<file path="src/csarb_pkg.sv">
package csarb_pkg;
	localparam int  CLK_HZ        = 125_000_000;
	localparam int  REST_TIME_S   = 90;
	localparam longint REST_CYC   = longint'(REST_TIME_S) * longint'(CLK_HZ);
	localparam int  REST_BAND_DIV = 200; // 0.5 % of span
	localparam int  FULL_SCALE    = 1000; // 100.0 % in 0.1 % units
	localparam int  RAMP_SLOW_S   = 40;
	localparam int  RAMP_FAST_S   = 10;
	localparam int  RAMP_SLOW_CYC = RAMP_SLOW_S * (CLK_HZ / FULL_SCALE);
	localparam int  RAMP_FAST_CYC = RAMP_FAST_S * (CLK_HZ / FULL_SCALE);
	localparam logic signed [15:0] MAN_MAX      = 16'sh041a; // 105.0 %
	localparam logic signed [15:0] OFF_SETPOINT = -16'sh7d00; // -32000
	localparam logic [2:0] FAIL_CFG_IGNORE = 3'h6;
	localparam logic [1:0] OFF_SRC_IF   = 2'h0;
	localparam logic [1:0] OFF_SRC_PIN  = 2'h1;
	localparam logic [1:0] OFF_SRC_PERM = 2'h2;
	localparam logic [1:0] OFF_SRC_PINN = 2'h3;
	// register byte addresses
	localparam logic [7:0] ADR_CTRL   = 8'h00;
	localparam logic [7:0] ADR_STAT   = 8'h04;
	localparam logic [7:0] ADR_ABSMAN = 8'h08;
	localparam logic [7:0] ADR_DIFF   = 8'h0c;
	localparam logic [7:0] ADR_STABLE = 8'h10;
	localparam logic [7:0] ADR_FALLBK = 8'h14;
	localparam logic [7:0] ADR_SUBST  = 8'h18;
	localparam logic [7:0] ADR_SETPT  = 8'h1c;
	localparam logic [7:0] ADR_SPAN   = 8'h20;
	localparam logic [7:0] ADR_FORCE  = 8'h24;
	localparam logic [7:0] ADR_OUT    = 8'h28;
	localparam logic [15:0] SPAN_RESET  = 16'h03e8;
	localparam logic [15:0] VALUE_RESET = 16'h0000;
	localparam int FORCE_W = 3; // outputs 17 to 19

	typedef enum logic [2:0] {
		ST_AUTO  = 3'b000,
		ST_TRUN  = 3'b001,
		ST_TERR  = 3'b010,
		ST_SENS  = 3'b011,
		ST_MAN   = 3'b100,
		ST_TRACK = 3'b101,
		ST_OFF   = 3'b110
	} csarb_status_e;

	typedef enum logic [1:0] {
		T_IDLE = 2'b00,
		T_WAIT = 2'b01,
		T_RUN  = 2'b10,
		T_ERR  = 2'b11
	} csarb_tune_e;

	// control word, bit 0 is tuneCmd, bit 11 top of failCfg
	typedef struct packed {
		logic [2:0] failCfg;
		logic [1:0] offSrc;
		logic       stepping;
		logic       rampFast;
		logic       decReq;
		logic       incReq;
		logic       offReq;
		logic       manReq;
		logic       tuneCmd;
	} csarb_ctrl_s;

	// status word, bits 2:0 the encoded status
	typedef struct packed {
		logic          tuneErr;
		logic          atRest;
		logic          tuneRun;
		csarb_status_e st;
	} csarb_stat_s;

	localparam csarb_ctrl_s CTRL_RESET = 12'h000;
endpackage : csarb_pkg

</file>
<file path="src/csarb_rest_detect.sv">
`timescale 1ns/1ns
// watches the measured value for the process-at-rest condition
module csarb_rest_detect #(
	parameter longint REST_CYC = csarb_pkg::REST_CYC,
	parameter int     CW       = 40
) (
	input  wire logic               clk,
	input  wire logic               rst,
	input  wire logic signed [15:0] meas,
	input  wire logic [15:0]        span,
	output logic                    atRest
);
	import csarb_pkg::*;

	logic signed [15:0] refReg;
	logic [CW-1:0]      cntReg;
	logic signed [16:0] diff;
	logic [16:0]        mag;
	logic [24:0]        scaled;
	logic               inBand;

	if (REST_CYC < 1 || REST_CYC >= (longint'(1) << CW)) begin : g_bad
		$error("rest count does not fit the counter");
	end

	// band check without a divider: 200*|dx| <= span
	assign diff   = 17'(meas) - 17'(refReg);
	assign mag    = diff[16] ? 17'(-diff) : 17'(diff);
	assign scaled = 25'(mag) * 25'(REST_BAND_DIV);
	assign inBand = scaled <= 25'(span);

	// leaving the band restarts the time from the new value
	always_ff @(posedge clk or posedge rst) begin
		if (rst) begin
			refReg <= 16'sh0000;
			cntReg <= '0;
			atRest <= 1'b0;
		end else if (!inBand) begin
			refReg <= meas;
			cntReg <= '0;
			atRest <= 1'b0;
		end else begin
			if (cntReg != '1)
				cntReg <= cntReg + 1'b1;
			atRest <= 64'(cntReg) >= REST_CYC;
		end
	end
endmodule : csarb_rest_detect

</file>
<file path="src/csarb_top.sv">
// The placing of the registers and the Wishbone slave port were left to the implementer.
`timescale 1ns/1ns
// per-loop operating status arbiter with wishbone registers
module csarb_top #(
	parameter longint REST_CYC      = csarb_pkg::REST_CYC,
	parameter int     RAMP_SLOW_CYC = csarb_pkg::RAMP_SLOW_CYC,
	parameter int     RAMP_FAST_CYC = csarb_pkg::RAMP_FAST_CYC
) (
	input  wire logic                  clk,
	input  wire logic                  rst,
	input  wire logic                  wb_cyc_i,
	input  wire logic                  wb_stb_i,
	input  wire logic                  wb_we_i,
	input  wire logic [7:0]            wb_adr_i,
	input  wire logic [3:0]            wb_sel_i,
	input  wire logic [31:0]           wb_dat_i,
	output logic [31:0]                wb_dat_o,
	output logic                       wb_ack_o,
	input  wire logic signed [15:0]    measIn,
	input  wire logic signed [15:0]    ctrlValue,
	input  wire logic                  sensorFail,
	input  wire logic                  trackReq,
	input  wire logic signed [15:0]    trackValue,
	input  wire logic                  switch_off_control_pin,
	input  wire logic                  extOffVoltage,
	input  wire logic                  tuneDone,
	input  wire logic                  tuneFail,
	input  wire logic                  nvValid,
	input  wire csarb_pkg::csarb_ctrl_s nvCtrl,
	output logic signed [15:0]         corrOut,
	output csarb_pkg::csarb_stat_s     statusOut,
	output logic                       tune_running_flag,
	output logic signed [15:0]         ctrlMeas,
	output logic                       reinitPulse,
	output logic [2:0]                 forcedOut,
	output logic                       actUp,
	output logic                       actDown
);
	import csarb_pkg::*;

	if (RAMP_SLOW_CYC < 1 || RAMP_FAST_CYC < 1) begin : g_bad
		$error("ramp step counts must be at least one");
	end

	csarb_ctrl_s        ctrlReg;
	csarb_tune_e        tuneReg, tuneNext;
	csarb_status_e      stReg, stNext;
	logic signed [15:0] manReg, stableReg, fallbkReg, substReg;
	logic signed [15:0] spReg, holdReg, corrNext;
	logic [15:0]        spanReg, forceReg;
	logic [31:0]        rampCnt;
	logic               ackReg, pwrUpReg, atRest;
	logic               offCfg, offNow, sensNow, aboveTune, tuneClr;
	logic               busHit, wr, rampTick;
	logic [31:0]        wm;

	// byte-lane merge of a write into the old word
	function automatic logic [31:0] wmerge(input logic [31:0] old,
		input logic [31:0] dat, input logic [3:0] sel);
		logic [31:0] r;
		r = old;
		for (int i = 0; i < 4; i++)
			if (sel[i])
				r[8*i +: 8] = dat[8*i +: 8];
		return r;
	endfunction : wmerge

	// low half of a merged write, for the 16-bit value registers
	function automatic logic [15:0] wmerge16(input logic [15:0] old,
		input logic [31:0] dat, input logic [3:0] sel);
		logic [31:0] r;
		r = wmerge({16'h0000, old}, dat, sel);
		return r[15:0];
	endfunction : wmerge16

	// limit a wide sum to the manual output range
	function automatic logic signed [15:0] clampv(input logic signed [17:0] v);
		if (v > 18'(MAN_MAX))
			return MAN_MAX;
		else if (v < -18'(MAN_MAX))
			return -MAN_MAX;
		else
			return 16'(v);
	endfunction : clampv

	csarb_rest_detect #(
		.REST_CYC (REST_CYC),
		.CW       (40)
	) u_rest (
		.clk    (clk),
		.rst    (rst),
		.meas   (measIn),
		.span   (spanReg),
		.atRest (atRest)
	);

	// switch-off sources
	always_comb begin
		case (ctrlReg.offSrc)
			OFF_SRC_IF:   offCfg = ctrlReg.offReq;
			OFF_SRC_PIN:  offCfg = ctrlReg.offReq | switch_off_control_pin;
			OFF_SRC_PERM: offCfg = 1'b1;
			OFF_SRC_PINN: offCfg = ctrlReg.offReq | !switch_off_control_pin;
			default:      offCfg = ctrlReg.offReq;
		endcase
	end
	assign offNow    = offCfg | extOffVoltage | (spReg == OFF_SETPOINT);
	assign sensNow   = sensorFail && ctrlReg.failCfg != FAIL_CFG_IGNORE;
	assign aboveTune = offNow | trackReq | ctrlReg.manReq | sensNow;

	// fixed priority, highest first, every cycle
	always_comb begin
		if (offNow)
			stNext = ST_OFF;
		else if (trackReq)
			stNext = ST_TRACK;
		else if (ctrlReg.manReq)
			stNext = ST_MAN;
		else if (sensNow)
			stNext = ST_SENS;
		else if (tuneReg == T_ERR)
			stNext = ST_TERR;
		else if (tuneReg == T_WAIT || tuneReg == T_RUN)
			stNext = ST_TRUN;
		else
			stNext = ST_AUTO;
	end

	// tuning sequence; a refused or finished run clears the command
	always_comb begin
		tuneNext = tuneReg;
		tuneClr  = 1'b0;
		case (tuneReg)
			T_IDLE: begin
				if (ctrlReg.tuneCmd && aboveTune)
					tuneClr = 1'b1;
				else if (ctrlReg.tuneCmd)
					tuneNext = T_WAIT;
			end
			T_WAIT, T_RUN: begin
				if (aboveTune || !ctrlReg.tuneCmd) begin
					tuneNext = T_IDLE;
					tuneClr  = 1'b1;
				end else if (tuneFail) begin
					tuneNext = T_ERR;
				end else if (tuneReg == T_RUN && tuneDone) begin
					tuneNext = T_IDLE;
					tuneClr  = 1'b1;
				end else if (tuneReg == T_WAIT && atRest) begin
					tuneNext = T_RUN;
				end
			end
			T_ERR: begin
				if (!ctrlReg.tuneCmd)
					tuneNext = T_IDLE;
			end
			default: tuneNext = T_IDLE;
		endcase
	end

	always_ff @(posedge clk or posedge rst) begin
		if (rst)
			tuneReg <= T_IDLE;
		else
			tuneReg <= tuneNext;
	end

	// waiting output chosen at the start edge
	always_ff @(posedge clk or posedge rst) begin
		if (rst)
			holdReg <= VALUE_RESET;
		else if (tuneReg == T_IDLE && tuneNext == T_WAIT)
			holdReg <= (stReg == ST_MAN) ? manReg : stableReg;
	end

	// correcting value for the winning status
	always_comb begin
		case (stNext)
			ST_AUTO:  corrNext = ctrlValue;
			ST_TRUN:  corrNext = (tuneReg == T_RUN) ? ctrlValue : holdReg;
			ST_TERR:  corrNext = stableReg;
			ST_SENS:  corrNext = fallbkReg;
			ST_MAN:   corrNext = manReg;
			ST_TRACK: corrNext = trackValue;
			ST_OFF:   corrNext = VALUE_RESET;
			default:  corrNext = VALUE_RESET;
		endcase
	end

	// status and driven outputs
	always_ff @(posedge clk or posedge rst) begin
		if (rst) begin
			stReg             <= ST_AUTO;
			corrOut           <= VALUE_RESET;
			tune_running_flag <= 1'b0;
			statusOut         <= '0;
			reinitPulse       <= 1'b0;
			forcedOut         <= 3'h0;
			actUp             <= 1'b0;
			actDown           <= 1'b0;
			ctrlMeas          <= VALUE_RESET;
		end else begin
			stReg             <= stNext;
			// a restored word is only seen one edge later, so hold zero meanwhile
			corrOut           <= (pwrUpReg && nvValid && stNext == ST_AUTO) ? VALUE_RESET : corrNext;
			tune_running_flag <= stNext == ST_TRUN;
			statusOut         <= {tuneNext == T_ERR, atRest, stNext == ST_TRUN, stNext};
			reinitPulse       <= stReg == ST_SENS && stNext != ST_SENS;
			forcedOut         <= (stNext == ST_OFF && ctrlReg.offSrc == OFF_SRC_PERM)
				? forceReg[FORCE_W-1:0] : 3'h0;
			actUp             <= stNext == ST_MAN && ctrlReg.stepping
				&& ctrlReg.incReq && !ctrlReg.decReq;
			actDown           <= stNext == ST_MAN && ctrlReg.stepping
				&& ctrlReg.decReq && !ctrlReg.incReq;
			ctrlMeas          <= (ctrlReg.failCfg == FAIL_CFG_IGNORE) ? substReg : measIn;
		end
	end

	// wishbone: ack one cycle after the request, write at the ack edge
	assign busHit = wb_cyc_i & wb_stb_i;
	assign wr     = busHit & wb_we_i & ackReg;
	assign wb_ack_o = ackReg;

	always_ff @(posedge clk or posedge rst) begin
		if (rst)
			ackReg <= 1'b0;
		else
			ackReg <= busHit & !ackReg;
	end

	// unmapped addresses read zero and ignore writes
	always_ff @(posedge clk or posedge rst) begin
		if (rst) begin
			wb_dat_o <= 32'h0000_0000;
		end else if (busHit && !ackReg) begin
			case (wb_adr_i)
				ADR_CTRL:   wb_dat_o <= {20'h00000, ctrlReg};
				ADR_STAT:   wb_dat_o <= {26'h0, statusOut};
				ADR_ABSMAN: wb_dat_o <= {16'h0000, manReg};
				ADR_STABLE: wb_dat_o <= {16'h0000, stableReg};
				ADR_FALLBK: wb_dat_o <= {16'h0000, fallbkReg};
				ADR_SUBST:  wb_dat_o <= {16'h0000, substReg};
				ADR_SETPT:  wb_dat_o <= {16'h0000, spReg};
				ADR_SPAN:   wb_dat_o <= {16'h0000, spanReg};
				ADR_FORCE:  wb_dat_o <= {16'h0000, forceReg};
				ADR_OUT:    wb_dat_o <= {16'h0000, corrOut};
				default:    wb_dat_o <= 32'h0000_0000;
			endcase
		end
	end

	assign wm = wmerge(32'h0000_0000, wb_dat_i, wb_sel_i);

	// control word; a bus write in the same cycle beats the internal clear
	always_ff @(posedge clk or posedge rst) begin
		if (rst) begin
			ctrlReg  <= CTRL_RESET;
			pwrUpReg <= 1'b1;
		end else begin
			pwrUpReg <= 1'b0;
			if (pwrUpReg && nvValid)
				ctrlReg <= nvCtrl;
			else if (wr && wb_adr_i == ADR_CTRL)
				ctrlReg <= 12'(wmerge({20'h00000, ctrlReg}, wb_dat_i, wb_sel_i));
			else if (tuneClr)
				ctrlReg.tuneCmd <= 1'b0;
		end
	end

	// plain value registers
	always_ff @(posedge clk or posedge rst) begin
		if (rst) begin
			stableReg <= VALUE_RESET;
			fallbkReg <= VALUE_RESET;
			substReg  <= VALUE_RESET;
			spReg     <= VALUE_RESET;
			spanReg   <= SPAN_RESET;
			forceReg  <= 16'h0000;
		end else if (wr) begin
			case (wb_adr_i)
				ADR_STABLE: stableReg <= wmerge16(stableReg, wb_dat_i, wb_sel_i);
				ADR_FALLBK: fallbkReg <= wmerge16(fallbkReg, wb_dat_i, wb_sel_i);
				ADR_SUBST:  substReg  <= wmerge16(substReg, wb_dat_i, wb_sel_i);
				ADR_SETPT:  spReg     <= wmerge16(spReg, wb_dat_i, wb_sel_i);
				ADR_SPAN:   spanReg   <= wmerge16(spanReg, wb_dat_i, wb_sel_i);
				ADR_FORCE:  forceReg  <= {13'h0, wm[2:0]};
				default:    forceReg  <= forceReg;
			endcase
		end
	end

	// ramp pacing for increment and decrement
	assign rampTick = rampCnt >= 32'(ctrlReg.rampFast ? RAMP_FAST_CYC - 1 : RAMP_SLOW_CYC - 1);

	always_ff @(posedge clk or posedge rst) begin
		if (rst)
			rampCnt <= 32'h0000_0000;
		else if (stNext != ST_MAN || ctrlReg.stepping || !(ctrlReg.incReq ^ ctrlReg.decReq) || rampTick)
			rampCnt <= 32'h0000_0000;
		else
			rampCnt <= rampCnt + 32'h0000_0001;
	end

	// manual value follows the output outside manual so the switch is bumpless;
	// adjustments only while manual, so error and off states refuse them
	always_ff @(posedge clk or posedge rst) begin
		if (rst) begin
			manReg <= VALUE_RESET;
		end else if (pwrUpReg && nvValid) begin
			manReg <= VALUE_RESET;
		end else if (stNext != ST_MAN) begin
			manReg <= corrNext;
		end else if (wr && wb_adr_i == ADR_ABSMAN && !ctrlReg.stepping) begin
			manReg <= clampv(18'(signed'(wm[15:0])));
		end else if (wr && wb_adr_i == ADR_DIFF) begin
			manReg <= clampv(18'(manReg) + 18'(signed'(wm[15:0])));
		end else if (rampTick && !ctrlReg.stepping) begin
			manReg <= clampv(18'(manReg) + (ctrlReg.incReq ? 18'sh1 : -18'sh1));
		end
	end
endmodule : csarb_top

</file>
<file path="config.mk">
export PLATFORM = sky130hd
export DESIGN_NAME = csarb_top
export DESIGN_NICKNAME = d
export VERILOG_FILES = /design/src/csarb_pkg.sv /design/src/csarb_rest_detect.sv /design/src/csarb_top.sv
export SDC_FILE = /design/constraint.sdc
export NUM_CORES = 1
export LEC_CHECK = 0
export ABC_AREA = 1
export BUFFER_PORTS_ARGS = -buffer_cell sky130_fd_sc_hd__buf_2
export CORE_MARGIN = 2
export CORE_UTILIZATION = 52
export CTS_CLUSTER_DIAMETER = 40
export DETAILED_ROUTE_END_ITERATION = 8
export PLACE_DENSITY = 0.8
export SKIP_LAST_GASP = 1
export SYNTH_ARGS = -nofsm -noshare
export SYNTH_HDL_FRONTEND = slang
export SYNTH_HIERARCHICAL = 1
export SYNTH_SLANG_ARGS = --single-unit
export TNS_END_PERCENT = 5
</file>
<file path="constraint.sdc">
create_clock -name clk -period 9.3 [get_ports clk]
set_clock_uncertainty 0.2 [all_clocks]
set_input_delay 1.86 -clock clk [delete_from_list [all_inputs] [get_ports clk]]
set_output_delay 1.86 -clock clk [all_outputs]
set_load 0.05 [all_outputs]
</file>
## After elaboration in Yosys (flattened, before gate mapping)

Index checks and enable logic that the tools add are counted.

- Bits in read-only memories: 0
- Bits in writable memories: 0
- Word-level logic and storage cells: 212
- Memories: 0
- Register bits: 296
- Latch bits: 0

- Eq/ne operators: 34
- Multiplexer cells: 53
- Divide/modulo/power cells: 0
- Multiply operators: 1
- Shift operators: 0
- Reduce and logical (&&, ||, !) cells: 56
- Add/sub/neg operators: 6
- $lt $le $gt $ge: 9
- Bitwise logic cells: 12

Operators with widths:

| operator | count |
|---|---|
| 16-bit 2-to-1 mux | 15 |
| 16-bit one-hot mux with 10 select lines | 1 |
| 16-bit one-hot mux with 6 select lines | 1 |
| 40-bit 2-to-1 mux | 2 |
| 40-bit by 1-bit adder with 40-bit output (second input constant) | 1 |
| 40-bit by 34-bit >= comparator with 1-bit output (second input constant) | 1 |
| 40-bit != test (second input constant) | 1 |
| 32-bit by 1-bit adder with 32-bit output (second input constant) | 1 |
| 8-bit by 5-bit == test with 1-bit output (second input constant) | 4 |
| 32-bit by 23-bit >= comparator with 1-bit output | 1 |
| 32-bit 2-to-1 mux | 1 |
| 3-bit AND reduction | 10 |
| 25-bit by 16-bit less-or-equal comparator with 1-bit output | 1 |
| 8-bit by 6-bit == test with 1-bit output (second input constant) | 3 |
| 8-bit 2-to-1 mux | 3 |
| 23-bit 2-to-1 mux | 1 |
| 17-bit by 5-bit multiplier with 22-bit output (second input constant) | 1 |
| 1-bit logical AND | 20 |
| 16-bit by 18-bit adder with 18-bit output | 1 |
| 18-bit by 12-bit greater-than comparator with 1-bit output (second input constant) | 1 |
| 18-bit by 12-bit < comparator with 1-bit output (second input constant) | 1 |
| 18-bit 2-to-1 mux | 1 |
| 2-bit 2-to-1 mux | 9 |
| 16-bit by 16-bit adder with 17-bit output | 1 |
| 39 further kinds | 89 |

## Depth between registers and ports, before layout

Gate-level depths: netlist (run 1).

- Depth after elaboration: 14
- Depth in mapped cells: 41
- Depth with buffers taken out: 40

## Cells and area by module

The synthesis (run 1) kept the hierarchy.

By module, submodules not included:

| module | cells each | area an instance (um^2) | seq. area each (um^2) | times used |
|---|---|---|---|---|
| csarb_top | 1890 | 13930.9 | 5589.1 | 1 |
| csarb_rest_detect | 1044 | 6847.8 | 1426.4 | 1 |

## Worst setup path after synthesis (run 1)

OpenSTA, ideal clock, no wires.

- Path type: in2reg
- Start point: input port measIn[0]
- End point: register u_rest.cntReg[10]
- Arrival: 6.905 ns
- Path slack: 2.124 ns
- Stages on the path: 38
- Data required time: 9.029 ns
- Path buffers: 3
- Cells stage by stage: inv_1 ha_1 fa_1 inv_1 nand3_1 nand2_1 nand2_1 nand2_1 nand3b_1 nand2_1 nand2_1 nand2_1 buf_2 nand2_1 xor2_1 inv_1 ha_1 ha_1 [2 not listed] inv_1 ha_1 a21oi_1 nand2_1 nand2_1 nand3_2 xor2_1 ha_1 nand2_1 inv_1 nand4_1 nor3_1 nand3_1 nand2_2 nand2_2 buf_6 buf_6 nor2_1

- Word-level cells in the longest chain between the ends: 6
- Elaborated cells on any way between the ends: 7
- Those cells by class: add/sub (2); mul (1); order compare (1); eq/ne (1); mux (2)

Ends and longest elaborated chain:

| what | line | text |
|---|---|---|
| start, declared | csarb_top.sv:19 | `input wire logic signed [15:0] measIn,` |
| 16-bit by 16-bit subtractor with 17-bit output * | csarb_rest_detect.sv:27 | `assign diff = 17'(meas) - 17'(refReg);` |
| 17-bit negation | csarb_rest_detect.sv:28 | `assign mag = diff[16] ? 17'(-diff) : 17'(diff);` |
| 17-bit 2-to-1 mux * | csarb_rest_detect.sv:28 |  |
| 17-bit by 5-bit multiplier with 22-bit output * | csarb_rest_detect.sv:29 | `assign scaled = 25'(mag) * 25'(REST_BAND_DIV);` |
| 25-bit by 16-bit less-or-equal comparator with 1-bit output * | csarb_rest_detect.sv:30 | `assign inBand = scaled <= 25'(span);` |
| 2-bit != test (no source line) / 40-bit 2-to-1 mux (equally long branches) | n/a |  |
| end signal, assigned | csarb_rest_detect.sv:44 | `cntReg <= cntReg + 1'b1;` |
| end, declared | csarb_rest_detect.sv:16 | `logic [CW-1:0] cntReg;` |

Mark *: on every way between the ends. The rest lies on a longest branch, timed or not.
A chain may end at the register's enable or synchronous reset.

## Final worst setup path (run 1)

- Start point: input port measIn[0]
- End point: register u_rest.refReg[4]

- Word-level cells in the longest chain between the ends: 5

Ends and longest elaborated chain:

| what | line | text |
|---|---|---|
| 16-bit by 16-bit subtractor with 17-bit output * | csarb_rest_detect.sv:27 |  |
| 17-bit negation | csarb_rest_detect.sv:28 |  |
| 17-bit 2-to-1 mux * | csarb_rest_detect.sv:28 |  |
| 17-bit by 5-bit multiplier with 22-bit output * | csarb_rest_detect.sv:29 |  |
| 25-bit by 16-bit less-or-equal comparator with 1-bit output * | csarb_rest_detect.sv:30 |  |
| end signal, assigned | csarb_rest_detect.sv:39 | `refReg <= meas;` |
| end, declared | csarb_rest_detect.sv:15 | `logic signed [15:0] refReg;` |

Marked as above.

==> flow_metrics.tcl, run 1 <==
set metrics [dict create \
    worstReg2RegStart "u_rest/refReg[0]" \
    r2r_cells 40 \
    dieWidth_um 204 \
    start_util_pct 52.5 \
    grt_pass1_vias 19963 \
    hpwlAfterDp_mm 52.4 \
    avgSynthCellArea_um2 7.08 \
    hold_end "statusOut[4]" \
    criticalPathCategory "input port to flip-flop" \
    worstSetupStartpoint "measIn[0]" \
    clk_latency_ns 0.55 \
    critPathSlowestCell "fa_1" \
    std_cell_rows 73 \
    core_area_mm2 0.0395 \
    die_y_um 204 \
    clock_path_buffers 3 \
    top_usage_layer "met2" \
    cts_sinks 280 \
    finalNonFillerCells 3653 \
    worst_slack_ns 1.31 \
    crit_top_cell "nand2_1" \
    n_fill_cell 3651 \
    maxCapViolCount 0 \
    grt_antenna_before_repair 2 \
    critPathArrivalTime_ns 8.26 \
    synth.area.top_cells "dfrtp_1 (33%), nand2_1 (15%), ha_1 (8.2%), inv_1 (7.9%), nor2_1 (4.5%)" \
    cts_buffers 40 \
    min_path_cells 0 \
    grt_max_degree 96 \
    status "completed" \
    synth.distinct_cells 59 \
    synth-main-ff-cell "dfrtp_1" \
    synthArstFlopShare_pct 100 \
    fmax_mhz 125 \
    portBuffers 159 \
    tns_ns 0 \
    layout_commonest_cell "nand2_1" \
    post_drt_wl_per_cell_um 18.4 \
    cp.required_ns 9.56 \
    fin_area_mm2 0.0234 \
    finish.net_count 3361 \
    synth_top_area_share_pct 32.9 \
    track_usage_pct 32.3 \
    yosys.area.top_type "dfrtp_1" \
    grt.overflow.total 0 \
    drc 0 \
    reg2reg_slack_ns 2.43 \
    clockRootBuffer "clkbuf_16" \
    synth-edff-count 0 \
    htreeDepth 2 \
    totalWireLength_mm 67.1 \
    num_vias 20575 \
    end_kind "flip-flop" \
    setup_violations 0 \
    postRouteAntennaNets 0 \
    tightest_slew_ns 1.29 \
    synth_seq_area_share_pct 33.8 \
    slew_viol_final 0 \
    grt_util_met1_pct 41.2 \
    hold_path.class "flip-flop to flip-flop" \
    cts_tree "built" \
    area_growth_pct 12.6 \
    met2_usage_pct 54.7 \
    fin_crit_sh_pct 86.0 \
    start_kind "input port" \
    final_cell_mix "nand2_1 (836), inv_1 (436), dfrtp_1 (273)" \
    placed_cells 3578 \
    final-hold-violation-count 0 \
    drive_gt1_share_pct 10.4 \
    grt_pass1_wl_mm 106 \
    die_area_mm2 0.0416 \
    path_max_fanout 57 \
    synth_area_mm2 0.0208 \
    slew_headroom_pct 13.5 \
    first_pass_iters 6 \
    place_ws_ns 0.854 \
    cts_resized 0 \
    boundaryPins 194 \
    synth_warnings 6 \
    cts_setup_buffers 0 \
    rsz0062_at_grt "false" \
    via_per_inst 5.63 \
    syn_inst 2934 \
    fin_crit_ns 7.99 \
    globalplace.congestion 1.01 \
    ys_seq_elements 280 \
    use_met3_pct 4.00 \
    r2r_end "u_rest/refReg[4]" \
    hold_buffers 0 \
    slowest_delay_ns 0.49 \
    hold_start "u_rest/atRest" \
    post_dp_cell_area_mm2 0.0220 \
    cts.clk_slew.worst_paths_ns 0.06 \
    drtIter0Drc 1841 \
]
[final cells by class]
class | count | area, um^2 | share of cell area, %
multi-input cells | 2152 | 11700 | 50.2
clock buffers | 44 | 1060 | 4.52
diodes | 3 | 7.51 | 0.0321
flip-flops and latches | 280 | 7020 | 30.0
clock inverters | 28 | 305 | 1.31
well taps | 525 | 657 | 2.81
inverters | 445 | 1680 | 7.17
repair buffers | 176 | 923 | 3.95
[critical path: cells and delay by family]
| family | cells | cell delay, ns |
|---|---|---|
| AND/OR/NAND/NOR | 24 | 2.43 |
| buffers and inverters | 8 | 1.16 |
| AO/OA/AOI/OAI | 1 | 0.06 |
| XOR/XNOR | 2 | 0.32 |
| adder cells (fa/ha/maj) | 7 | 2.34 |
[cells in the mapped netlist (all sizes together) (3+ instances only)]
cell type	count
o221ai	3
nand3	187
inv	444
o2111ai	6
o31ai	4
nor3b	10
nand4	80
o22ai	30
nor2	263
a21o	4
a31oi	5
a221oi	23
clkbuf	42
o21ai	183
dfstp	7
a21oi	87
o21a	9
dfrtp	273
ha	136
nor3	53
a22o	4
a41oi	3
xnor2	13
fa	14
and3	3
mux2	28
xor2	58
o211ai	30
nand3b	17
nor4	20
nand2	840
buf	39
[state kept, by name (all words and copies together), names as in the netlist, 12 cells and up]
register / count
u_rest/cntReg: 40
rampCnt: 32
corrOut: 16
ctrlMeas: 16
fallbkReg: 16
holdReg: 16
manReg: 16
spReg: 16
spanReg: 16
stableReg: 16
substReg: 16
u_rest/refReg: 16
wb_dat_o: 16
ctrlReg: 12
[per-layer routing]
metal | up-vias | part of all wire [%]
li1 | 9878 | -
met2 | 863 | 47
met4 | 0 | 4.8
met1 | 9655 | 41
met5 | - | 0
met3 | 179 | 7.4
[kinds of logic (layout without fill, tap and decap cells)]
logic type                 count (synthesis)  in the layout  synth area share [%]
buffers and inverters                    526            693                  10.1
muxes                                     28             28                  1.52
adders and majority gates                150            150                  9.54
and+or+nand+nor                         1477           1477                  30.5
AOI/OAI and AO/OA                        401            401                  11.5
xor gates and xnor gates                  71             71                  3.03
other                                      1             28                0.0180
DFF                                      280            280                  33.8
[per-stage QoR]
| step | util, % | hold WS (ns) |
|---|---|---|
| 6_report | 59.1 | 0.246 |
| 5_1_grt | 59.1 | 0.257 |
| 4_1_cts | 59.1 | 0.245 |
| 3_5_place_dp | 55.7 | 0.222 |
| 3_3_place_gp | 55.7 | 0.224 |
| 2_1_floorplan | - | 0.174 |
[how the worst max path moves through the flow]
stage / to / slack, ns
2_1_floorplan: actDown / 1.15
3_3_place_gp: u_rest/cntReg[14] / 1.02
3_5_place_dp: u_rest/refReg[4] / 0.85
4_1_cts: u_rest/refReg[4] / 1.40
5_1_grt: u_rest/refReg[7] / 0.76
6_report: u_rest/refReg[4] / 1.31
Power of run 1 is left out: the tool's default activity adds up to more than one toggle a clock period on the data nets, which glitch-free logic cannot reach.
==> run 2: changes to the inputs <==
--- a/config.mk
+++ b/config.mk
@@ -7,6 +7,7 @@
 export LEC_CHECK = 0
 export ABC_AREA = 1
 export BUFFER_PORTS_ARGS = -buffer_cell sky130_fd_sc_hd__buf_2
+export CORE_ASPECT_RATIO = 0.5
 export CORE_MARGIN = 2
 export CORE_UTILIZATION = 52
 export CTS_CLUSTER_DIAMETER = 40
==> flow_metrics.tcl, run 2 (synthesis results as in run 1) <==
set metrics [dict create \
    grt.overflow.total 0 \
    hold_path.class "flip-flop to flip-flop" \
    slew_headroom_pct 16.3 \
    fin_crit_sh_pct 83.8 \
    globalplace.congestion 0.998 \
    top_regs "u_rest/cntReg x40, rampCnt x32" \
    slew_viol_final 0 \
    cts.clk_slew.worst_paths_ns 0.05 \
    area_growth_pct 12.3 \
    post_drt_wl_per_cell_um 17.2 \
    cp.required_ns 9.51 \
    cts_buffers 35 \
    end_kind "flip-flop" \
    cts_sinks 280 \
    finish.net_count 3357 \
    worstReg2RegStart "u_rest/refReg[0]" \
    via_per_inst 5.65 \
    start_kind "input port" \
    std_cell_rows 51 \
    cts_tree "built" \
    drc 0 \
    grt_max_degree 78 \
    criticalPathCategory "input port to flip-flop" \
    fin_util_pct 59.6 \
    reg2reg_slack_ns 2.66 \
    postRouteAntennaNets 0 \
    die_area_mm2 0.0417 \
    start_util_pct 53.1 \
    first_pass_iters 6 \
    critPathSlowestCell "fa_1" \
    setup_violations 0 \
    tns_ns 0 \
    htreeDepth 2 \
    fin_crit_ns 7.79 \
    boundaryPins 194 \
    layout_commonest_cell "nand2_1" \
    hold_buffers 0 \
    n_fill_cell 3545 \
    die_y_um 145 \
    cts_resized 0 \
    final-hold-violation-count 0 \
    clk_latency_ns 0.55 \
    crit_top_cell "nand2_1" \
    drive_gt1_share_pct 10.1 \
    clockRootBuffer "clkbuf_16" \
    portBuffers 159 \
    slowest_delay_ns 0.54 \
    track_usage_pct 30.0 \
    clock_path_buffers 3 \
    dieWidth_um 287 \
    num_vias 20617 \
    critPathCapture "u_rest/refReg[6]" \
    maxCapViolCount 0 \
    grt_pass1_wl_mm 101 \
    r2r_end "u_rest/refReg[6]" \
    largest_reg_flops 40 \
    rsz0062_at_grt "false" \
    r2r_cells 33 \
    status "completed" \
    cts_setup_buffers 0 \
    hpwlAfterDp_mm 48.5 \
    totalWireLength_mm 62.9 \
    worstSetupStartpoint "measIn[0]" \
    grt_pass1_vias 19428 \
    final_cell_mix "nand2_1 (836), inv_1 (436), dfrtp_1 (273)" \
    grt_antenna_before_repair 2 \
    core_area_mm2 0.0391 \
    drtIter0Drc 2383 \
    largest-register "u_rest/cntReg" \
    fmax_mhz 128 \
    path_max_fanout 46 \
    critPathArrivalTime_ns 8.00 \
    tightest_slew_ns 1.25 \
]
-- run 2: cell types whose count changed in the layout (fill, tap and decap cells not counted), sizes merged --
cell	delta
clkbuf	-1
clkinv	-3
diode	-1
buf	+1
inv	-5
clkinvlp	-4
bufinv	+3
-- run 2: per-stage QoR --
step / hold WS, ns / worst slack [ns] / cell area, um^2 / cells
after detailed placement: 0.248 / 1.03 / 22000 / 3584
after CTS: 0.255 / 1.53 / 23300 / 3646
final: 0.256 / 1.51 / 23300 / 3648
after global placement: 0.246 / 1.20 / 22000 / 3584
after global routing: 0.275 / 0.953 / 23300 / 3647
after floorplan: 0.174 / 1.15 / 20900 / 2958
-- run 2: how the worst min path moves through the flow --
| stage | end | from | cells after the start |
|---|---|---|---|
| final | rampCnt[0] | rampCnt[0] | 1 |
| after global routing | rampCnt[0] | rampCnt[0] | 1 |
| after CTS | rampCnt[0] | rampCnt[0] | 1 |
| after detailed placement | rampCnt[0] | rampCnt[0] | 1 |
| after global placement | rampCnt[0] | rampCnt[0] | 1 |
| after floorplan | statusOut[4] | u_rest/atRest | 0 |
-- run 2: layout make-up --
type,instances,area [um^2],share of cell area [%]
Timing Repair Buffer,177,931,3.99
Antenna cell,2,5.00,0.0215
Clock inverter,19,335,1.44
Inverter,445,1680,7.19
Tap cell,530,663,2.84
Sequential cell,280,7020,30.1
Clock buffer,43,956,4.10
Multi-Input combinational cell,2152,11700,50.4
-- run 2: worst max-delay path: cells and delay by family --
family | cells | cell delay (ns)
compound gates | 1 | 0.29
xor+xnor | 2 | 0.47
fa+ha+maj | 7 | 2.40
buf+inv | 8 | 0.95
simple gates | 17 | 1.98
-- run 2: per-layer routing --
metal | wire [um] | track usage [%] | vias to the layer above | share of wire, %
met3 | 5090 | 4.80 | 181 | 8.1
met1 | 25800 | 39.3 | 9641 | 41
li1 | - | - | 9881 | -
met5 | 13 | 0 | - | 0.021
met2 | 29200 | 49.3 | 912 | 46
met4 | 2870 | 13.3 | 2 | 4.6
Power of run 2 is left out for the same reason.
